### config.mk
export PLATFORM = sky130hd
export DESIGN_NAME = nmi_halt_reset_control
export DESIGN_NICKNAME = d
export VERILOG_FILES = /design/src/nmi_halt_pkg.sv /design/src/nmi_halt_reset_control.sv
export VERILOG_INCLUDE_DIRS = /design/src
export SDC_FILE = /design/constraint.sdc
export NUM_CORES = 1
export LEC_CHECK = 0
export BUFFER_PORTS_ARGS = -buffer_cell sky130_fd_sc_hd__buf_4
export CORE_MARGIN = 2
export CORE_UTILIZATION = 51
export DETAILED_ROUTE_END_ITERATION = 8
export PLACE_DENSITY = 0.84
export SYNTH_ARGS = -nofsm -noshare
export SYNTH_HDL_FRONTEND = slang
export SYNTH_SLANG_ARGS = --single-unit
export TNS_END_PERCENT = 10
### constraint.sdc
create_clock -name clk -period 3.1 [get_ports clk]
set_clock_uncertainty 0.15 [all_clocks]
set_input_delay 0.31 -clock clk [delete_from_list [all_inputs] [get_ports clk]]
set_output_delay 0.31 -clock clk [all_outputs]
set_load 0.03 [all_outputs]
### src/nmi_halt_consts.svh
// Constants for the interrupt, halt and reset control of the processor core
`ifndef NMI_HALT_CONSTS_SVH
`define NMI_HALT_CONSTS_SVH

`define NMI_VECTOR        16'h0066
`define RESET_VECTOR      16'h0000
`define DUMMY_STATES      3'h2
`define ADDR_ZERO         16'h0000
`define DATA_ZERO         8'h00

`endif

### src/nmi_halt_pkg.sv
// Types for the interrupt, halt and reset control of the processor core
package nmi_halt_pkg;

    typedef enum logic [5:0] {
        ST_DUMMY  = 6'h01,
        ST_RUN    = 6'h02,
        ST_NMI_M1 = 6'h04,
        ST_PUSH   = 6'h08,
        ST_VECTOR = 6'h10,
        ST_HALT   = 6'h20
    } ctl_state_t;

    typedef struct packed {
        logic [15:0] addr;
        logic [7:0]  data;
        logic        memory_request_n;
        logic        io_request_n;
        logic        read_n;
        logic        write_n;
        logic        halt_n;
        logic        fetch_cycle_indicator_n;
        logic        dram_refresh_strobe_n;
    } bus_pins_t;

    typedef struct packed {
        logic [15:0] addr;
        logic [7:0]  data;
        logic        memory_request_n;
        logic        io_request_n;
        logic        read_n;
        logic        write_n;
        logic        fetch_cycle_indicator_n;
        logic        dram_refresh_strobe_n;
    } core_bus_t;

    typedef struct packed {
        ctl_state_t  state;
        logic        nmi_in_d;
        logic        nmi_pending;
        logic [2:0]  dummy_cnt;
        logic [1:0]  push_cnt;
        logic        halted;
        logic        nmi_taken;
        logic        int_taken;
        logic        pc_load;
        logic [15:0] pc_value;
        logic        push_pc;
        logic        discard_opcode;
        logic        nop_force;
        logic        fetch_enable;
        bus_pins_t   pins_out;
        logic        pins_oe_n;
    } ctl_regs_t;

endpackage

### src/nmi_halt_reset_control.sv
// Non-maskable acknowledge, halt, reset start-up and evaluation float control
// Notes on behaviour
// - Falling edge on non-maskable request sets pending flop, any time.
// - Pending flop is sampled only at the last state of each instruction.
// - Acknowledge runs a normal opcode fetch and discards the fetched byte.
// - Program counter is pushed onto the stack in machine cycles two and three.
// - Then the program counter loads the fixed non-maskable vector.
// - Halted indication goes low at T4 of the halt instruction fetch.
// - While halted, no-operation fetches with refresh repeat, data ignored.
// - Halt ends only on an accepted interrupt or on reset.
// - While halted, interrupts are sampled at T4 of each no-operation cycle.
// - Maskable request leaves halt only if low and enable flop is one.
// - Servicing of an accepted interrupt begins in the next machine cycle.
// - After reset, a dummy cycle of two or more states, then fetch from zero.
// - Evaluation input with bus hold floats address, data, strobes, halt, refresh.
// - No interrupts are accepted while the bus is floated.
`timescale 1ns/1ps
`default_nettype none
`include "nmi_halt_consts.svh"

module nmi_halt_reset_control
    import nmi_halt_pkg::*;
#(
    parameter int DUMMY_STATES = 2,
    parameter int PUSH_CYCLES  = 2
) (
    input  wire logic        clk,
    input  wire logic        reset_n,
    input  wire logic        nmi_request_n,
    input  wire logic        int_request_n,
    input  wire logic        interrupt_enable_flop,
    input  wire logic        bus_hold_request_n,
    input  wire logic        evaluation_float_in,
    input  wire logic        instr_last_state,
    input  wire logic        halt_fetched_t4,
    input  wire logic        machine_cycle_end,
    input  wire core_bus_t   core_bus,
    output var  bus_pins_t   pins_out,
    output logic             pins_oe_n,
    output logic             halt_n,
    output logic             fetch_enable,
    output logic             nmi_taken,
    output logic             int_taken,
    output logic             discard_opcode,
    output logic             nop_force,
    output logic             push_pc,
    output logic             pc_load,
    output logic [15:0]      pc_value
);

    ctl_regs_t r;
    ctl_regs_t next_r;

    logic floated;
    logic nmi_fall;
    logic boundary;
    logic take_nmi;
    logic take_int;

    always_comb begin
        next_r = r;
        floated  = !bus_hold_request_n;
        nmi_fall = r.nmi_in_d && !nmi_request_n;
        // Instruction end, or T4 of each no-operation cycle while halted
        boundary = instr_last_state;
        // Floated bus blocks both kinds; maskable also needs the enable flop
        take_nmi = boundary && r.nmi_pending && !floated;
        take_int = boundary && !r.nmi_pending && !int_request_n
                   && interrupt_enable_flop && !floated;

        next_r.nmi_in_d  = nmi_request_n;
        next_r.nmi_taken = 1'b0;
        next_r.int_taken = 1'b0;
        next_r.pc_load   = 1'b0;
        next_r.push_pc   = 1'b0;
        next_r.discard_opcode = 1'b0;

        // Edge set wins over the acknowledge clear
        if (nmi_fall) begin
            next_r.nmi_pending = 1'b1;
        end else if (take_nmi && r.state inside {ST_RUN, ST_HALT}) begin
            next_r.nmi_pending = 1'b0;
        end

        unique case (r.state)
            ST_DUMMY: begin
                next_r.fetch_enable = 1'b0;
                if (r.dummy_cnt >= 3'(DUMMY_STATES - 1)) begin
                    next_r.state        = ST_RUN;
                    next_r.fetch_enable = 1'b1;
                    next_r.pc_load      = 1'b1;
                    next_r.pc_value     = `RESET_VECTOR;
                end else begin
                    next_r.dummy_cnt = r.dummy_cnt + 3'h1;
                end
            end
            ST_RUN: begin
                if (take_nmi) begin
                    next_r.state          = ST_NMI_M1;
                    next_r.nmi_taken      = 1'b1;
                    next_r.discard_opcode = 1'b1;
                end else if (take_int) begin
                    next_r.int_taken = 1'b1;
                end else if (halt_fetched_t4) begin
                    next_r.state     = ST_HALT;
                    next_r.halted    = 1'b1;
                    next_r.nop_force = 1'b1;
                end
            end
            ST_NMI_M1: begin
                next_r.discard_opcode = 1'b1;
                if (machine_cycle_end) begin
                    next_r.state          = ST_PUSH;
                    next_r.discard_opcode = 1'b0;
                    next_r.push_pc        = 1'b1;
                    next_r.push_cnt       = 2'h0;
                end
            end
            ST_PUSH: begin
                next_r.push_pc = 1'b1;
                if (machine_cycle_end) begin
                    if (r.push_cnt >= 2'(PUSH_CYCLES - 1)) begin
                        next_r.state    = ST_VECTOR;
                        next_r.push_pc  = 1'b0;
                        next_r.pc_load  = 1'b1;
                        next_r.pc_value = `NMI_VECTOR;
                    end else begin
                        next_r.push_cnt = r.push_cnt + 2'h1;
                    end
                end
            end
            ST_VECTOR: begin
                next_r.state = ST_RUN;
            end
            ST_HALT: begin
                // Data bus is ignored by the core while nop_force holds
                next_r.nop_force = 1'b1;
                if (take_nmi || take_int) begin
                    next_r.halted    = 1'b0;
                    next_r.nop_force = 1'b0;
                    next_r.nmi_taken = take_nmi;
                    next_r.int_taken = take_int;
                    next_r.discard_opcode = take_nmi;
                    next_r.state     = take_nmi ? ST_NMI_M1 : ST_RUN;
                end
            end
        endcase

        next_r.pins_out.addr                    = core_bus.addr;
        next_r.pins_out.data                    = core_bus.data;
        next_r.pins_out.memory_request_n        = core_bus.memory_request_n;
        next_r.pins_out.io_request_n            = core_bus.io_request_n;
        next_r.pins_out.read_n                  = core_bus.read_n;
        next_r.pins_out.write_n                 = core_bus.write_n;
        next_r.pins_out.halt_n                  = !next_r.halted;
        next_r.pins_out.fetch_cycle_indicator_n = core_bus.fetch_cycle_indicator_n;
        // No refresh while floated
        next_r.pins_out.dram_refresh_strobe_n   = floated ? 1'b1
                                                : core_bus.dram_refresh_strobe_n;
        // Float all listed pins in evaluation mode with bus hold
        next_r.pins_oe_n = evaluation_float_in && floated;
    end

    // Reset holds everything at start-up values; the core restarts from dummy
    always_ff @(posedge clk or negedge reset_n) begin
        if (!reset_n) begin
            r.state          <= ST_DUMMY;
            r.nmi_in_d       <= 1'b1;
            r.nmi_pending    <= 1'b0;
            r.dummy_cnt      <= 3'h0;
            r.push_cnt       <= 2'h0;
            r.halted         <= 1'b0;
            r.nmi_taken      <= 1'b0;
            r.int_taken      <= 1'b0;
            r.pc_load        <= 1'b0;
            r.pc_value       <= `ADDR_ZERO;
            r.push_pc        <= 1'b0;
            r.discard_opcode <= 1'b0;
            r.nop_force      <= 1'b0;
            r.fetch_enable   <= 1'b0;
            r.pins_out       <= '1;
            r.pins_oe_n      <= 1'b0;
        end else begin
            r <= next_r;
        end
    end

    assign pins_out       = r.pins_out;
    assign pins_oe_n      = r.pins_oe_n;
    assign halt_n         = r.pins_out.halt_n;
    assign fetch_enable   = r.fetch_enable;
    assign nmi_taken      = r.nmi_taken;
    assign int_taken      = r.int_taken;
    assign discard_opcode = r.discard_opcode;
    assign nop_force      = r.nop_force;
    assign push_pc        = r.push_pc;
    assign pc_load        = r.pc_load;
    assign pc_value       = r.pc_value;

endmodule // nmi_halt_reset_control

`default_nettype wire

Yosys cells after proc, flatten, opt, wreduce, memory -nomap -nowiden
Cells that the tools add are included.
- bits of input ports: 40
- word-level logic and storage cells: 108
- flip-flop bits (word level): 69
- equal/unequal tests: 17
- order comparisons: 2
- bitwise gates (word level): 1
- reduce and logical (&&, ||, !) cells: 24
- add/sub/neg operators: 2
- multiplexer cells: 38
- operator list (operator ; number):
    $mux 6 ; 8
    $mux 18 ; 2
    $pmux 6 s6 ; 1
    $pmux 17 s2 ; 1
    $mux 17 ; 1
    $ne 2x2->1 const B ; 8
    $mux 1 ; 13
    $reduce_and 4->1 ; 3
    $mux 2 ; 5
    $logic_and 1x1->1 ; 9
    $reduce_bool 2->1 ; 4
    $reduce_and 7->1 ; 1
    $eq 6x1->1 const B ; 1
    $eq 6x2->1 const B ; 1
    $eq 6x3->1 const B ; 1
    $eq 6x4->1 const B ; 1
    $eq 6x5->1 const B ; 1
    $eq 6x6->1 const B ; 1
    $mux 3 ; 2
    $ne 3x3->1 const B ; 2
    $pmux 3 s2 ; 1
    $logic_not 1->1 ; 5
    $pmux 1 s2 ; 2
    $pmux 2 s2 ; 1
    other kinds (9) ; 9

Depth between registers and ports, before layout
- word-level depth: 9
- depth in mapped cells: 6
- depth with buffers taken out: 6

Least setup slack after synthesis
OpenSTA, ideal clock, no wires.
- kind: flip-flop to flip-flop
- start point: register r[58] (netlist name)
- end point: register r[64] (netlist name)
- data arrival time: 1510 ps
- library setup time: 128 ps
- setup slack: 1313 ps
- stages on the path, launching flop included: 6
- path through: dfrtp_1 ha_1 or4_1 or2_1 o221ai_1 o21ai_1
- cells in the longest elaborated chain, start to end: 3
- RTL lines (element ; line ; text):
    from (decl) ; nmi_halt_reset_control.sv:51 ; ctl_regs_t r;
    from (signal assigned) ; nmi_halt_reset_control.sv:184 ; r <= next_r;
    $ge 3x1->1 ; nmi_halt_reset_control.sv:88 ; if (r.dummy_cnt >= 3'(DUMMY_STATES - 1)) begin
    $ne 2x2->1 (no source line) ; n/a ;
    $reduce_and 7->1 (no source line) ; n/a ;
Every way passes these cells.
A chain may end at the register's enable or synchronous reset.

Final worst setup path
Ends and elaborated chain as after synthesis.

==> metrics.yaml <==
outcome:
  status: "completed"
critical_path:
  rr_worst_depth: 5
  cp.required_ns: 3.14
  rr_endpoint: "r[64]"
  rr_startpoint: "r[58]"
  crit_path_start: "r[58]"
  crit_fanout: 4
  critPathArrivalTime_ns: 1.93
  cp-start-kind: "flop"
  cp-end-kind: "flop"
  critical_path_class: "reg2reg"
  reg2reg_slack_ns: 1.21
drt:
  vias_per_cell: 4.629
  drc_errors: 0
  first_iter_violations: 73
  wl_um: 4668
  final_antenna_net_count: 0
  num_vias: 1472
  routedWlPerCell_um: 14.68
  drtPass1Iterations: 4
timing:
  fin_setup_tns_ns: 0
  slew_headroom_pct: 58.01
  timing.final.crit_period_ns: 1.890
  holdWs_ns: 0.04359
  hold_violations: 0
  rsz0062_at_grt: "false"
  period_share_pct: 60.97
  slew_violations: 0
  worst_pin_slew_ns: 0.6298
  setup_viol: 0
  fmax_mhz: 529.1
synthesis:
  synth_mux_area_share_pct: 0.6593
  yosys_warnings: 0
  avgSynthCellArea_sq_um: 12.72
  yosysTopAreaCellShare_pct: 38.08
  yosys.area_share.simple_pct: 12.53
  postSynthCellCount: 179
  synthFlopType: "dfstp_2"
  synthTopCellsByCount: "buf_4 (47), dfstp_2 (33), dfrtp_1 (21), nand2_1 (7), inv_1 (6)"
  syn_area_sq_um: 2277
  yosysMostFrequentCell: "buf_4"
  ys_ff_latch: 54
  synth_top_family_by_area: "buffers and inverters"
  seq_area_frac_synth_pct: 61.15
  synth-xor-area-share_pct: 0
  ys_types: 42
  synth_async_sr_flop_share_pct: 100.0
  synth_adder_area_share_pct: 1.648
  synth_compound_area_share_pct: 7.198
  synth_edf_count: 0
  netlist.top_cell.by_area: "dfstp_2"
  synthTopCellsByArea: "dfstp_2 (38%), dfrtp_1 (23%), buf_4 (15%)"
layout:
  antenna_cells: 0
  drive_gt1_share_pct: 51.50
  syn_to_final_growth_pct: 35.16
  nets: 308
  fin_area_sq_um: 3078
  fin_util_pct: 71.18
clocking:
  postCtsSetupRepairBufs: 0
  clk_path_buf_depth: 2
  cts.sinks: 54
  insertion_delay_ns: 0.30
  htree_num_levels: 2
  cts_made_buffers: 5
  cts_resized: 0
  path_clk_slew_ns: 0.09
  clk_root_buffer_cell: "clkbuf_8"
  cts_tree: "yes"
grt:
  grt_pass1_wl_um: 7576
  grt_start_max_net_pins: 55
  overflow: 0
  grt_usage_pct: 19.79
  grt_pass1_vias: 1526
  antenna_found_initial: 0
hold_path:
  min_from: "core_bus[0]"
  min-delay-path-class: "in2reg"
  hold_path_end: "pins_out[0]"
  hold_depth: 2
placed_design:
  dp_hpwl_um: 2941
  port_buffers: 83
  gp_congestion: 0.8568
  dpl_cell_area_sq_um: 2654
die:
  fp-row-count: 24
  die_h_um: 70.82
  die_x_um: 70.82
  coreArea_sq_um: 4324
  pin_count: 96
  initial_core_util_pct: 52.66
  die_area_sq_um: 5015
pwr:
  p_leak_nw: 1.467
  power_density_nw_per_um2: 582.6
  ir_drop_mv: 0.2754
run:
  maxCapViolations: 0
==> worst max path at each step <==
stage,endpoint,slack (ns),cells past startpoint
floorplan,r[64],1.31,5
global placement,r[64],1.28,5
detailed placement,r[64],1.21,6
CTS,r[64],1.20,6
global route,r[64],1.13,6
finish,r[64],1.21,5
==> worst max-delay path, stage by stage, from the launching register on <==
cell and delay [ns]:
dfrtp_1 0.41, ha_1 0.20, or4_1 0.51, or2_1 0.28, o221ai_1 0.11, o21ai_1 0.11
==> metrics by stage <==
stage	instances	setup WS, ns	power (mW)
floorplan	190	1.313	1.218
global placement	278	1.284	1.329
detailed placement	278	1.214	1.340
CTS	318	1.202	1.809
global route	318	1.126	1.898
finish	318	1.210	1.793
==> cell usage in the layout (no fill, tap or decap), types with 3 or more instances in the layout <==
master         count
buf_4             83
nand2_1            7
clkbuf_8           5
ha_1               3
nor2_1             5
o21ai_0            5
conb_1            12
dlygate4sd3_1     32
inv_1              6
nor2b_1            3
dfrtp_1           21
nand2b_1           4
a21oi_1            4
dfstp_2           33
nand3_1            3
==> repair_timing <==
item                                   in CTS  in global routing
endpoints found under the hold margin      52                  0
hold buffers                               32                  0
setup endpoints to repair                   0                  0
==> cell families (layout without fill, tap and decap cells) <==
group                    Yosys count  in the layout
flip-flops                        54             54
adder cells (fa/ha/maj)            3              3
buffers and inverters             54            130
AND/OR/NAND/NOR                   42             42
multiplexers                       1              1
AO/OA/AOI/OAI                     24             24
other                              1             12
==> sequential cells by signal, indices dropped and copies added, names as in the netlist <==
register	cells
pins_oe_n	1
nmi_taken	1
r	14
fetch_enable	1
halt_n	1
pc_value	1
pins_out	30
push_pc	1
pc_load	1
int_taken	1
discard_opcode	1
nop_force	1
==> report_power, final <==
| part | internal [mW] | total (mW) | switching [mW] | leakage (nW) |
|---|---|---|---|---|
| logic | 0.229 | 0.508 | 0.279 | 0.799 |
| clock network | 0.209 | 0.424 | 0.215 | 0.0539 |
| registers | 0.791 | 0.861 | 0.0705 | 0.615 |
==> final cells by class <==
cell class | count | area, sq um
fill | 280 | 1246
timing repair buffer | 115 | 943.4
sequential | 54 | 1393
clock buffer | 7 | 97.59
inverter | 7 | 26.28
tap | 52 | 65.06
clock inverter | 1 | 6.256
multi-input combinational | 82 | 546.8
==> routing by layer <==
metal  vias to the layer above  track usage, %  routed length (um)
li1                        708               -                   -
met1                       692           23.75                1791
met2                        65           34.58                2457
met3                         7           5.413                 350
met4                         0           6.499                  68
met5                         -               0                   0
Power figures use the tool's default switching activity.
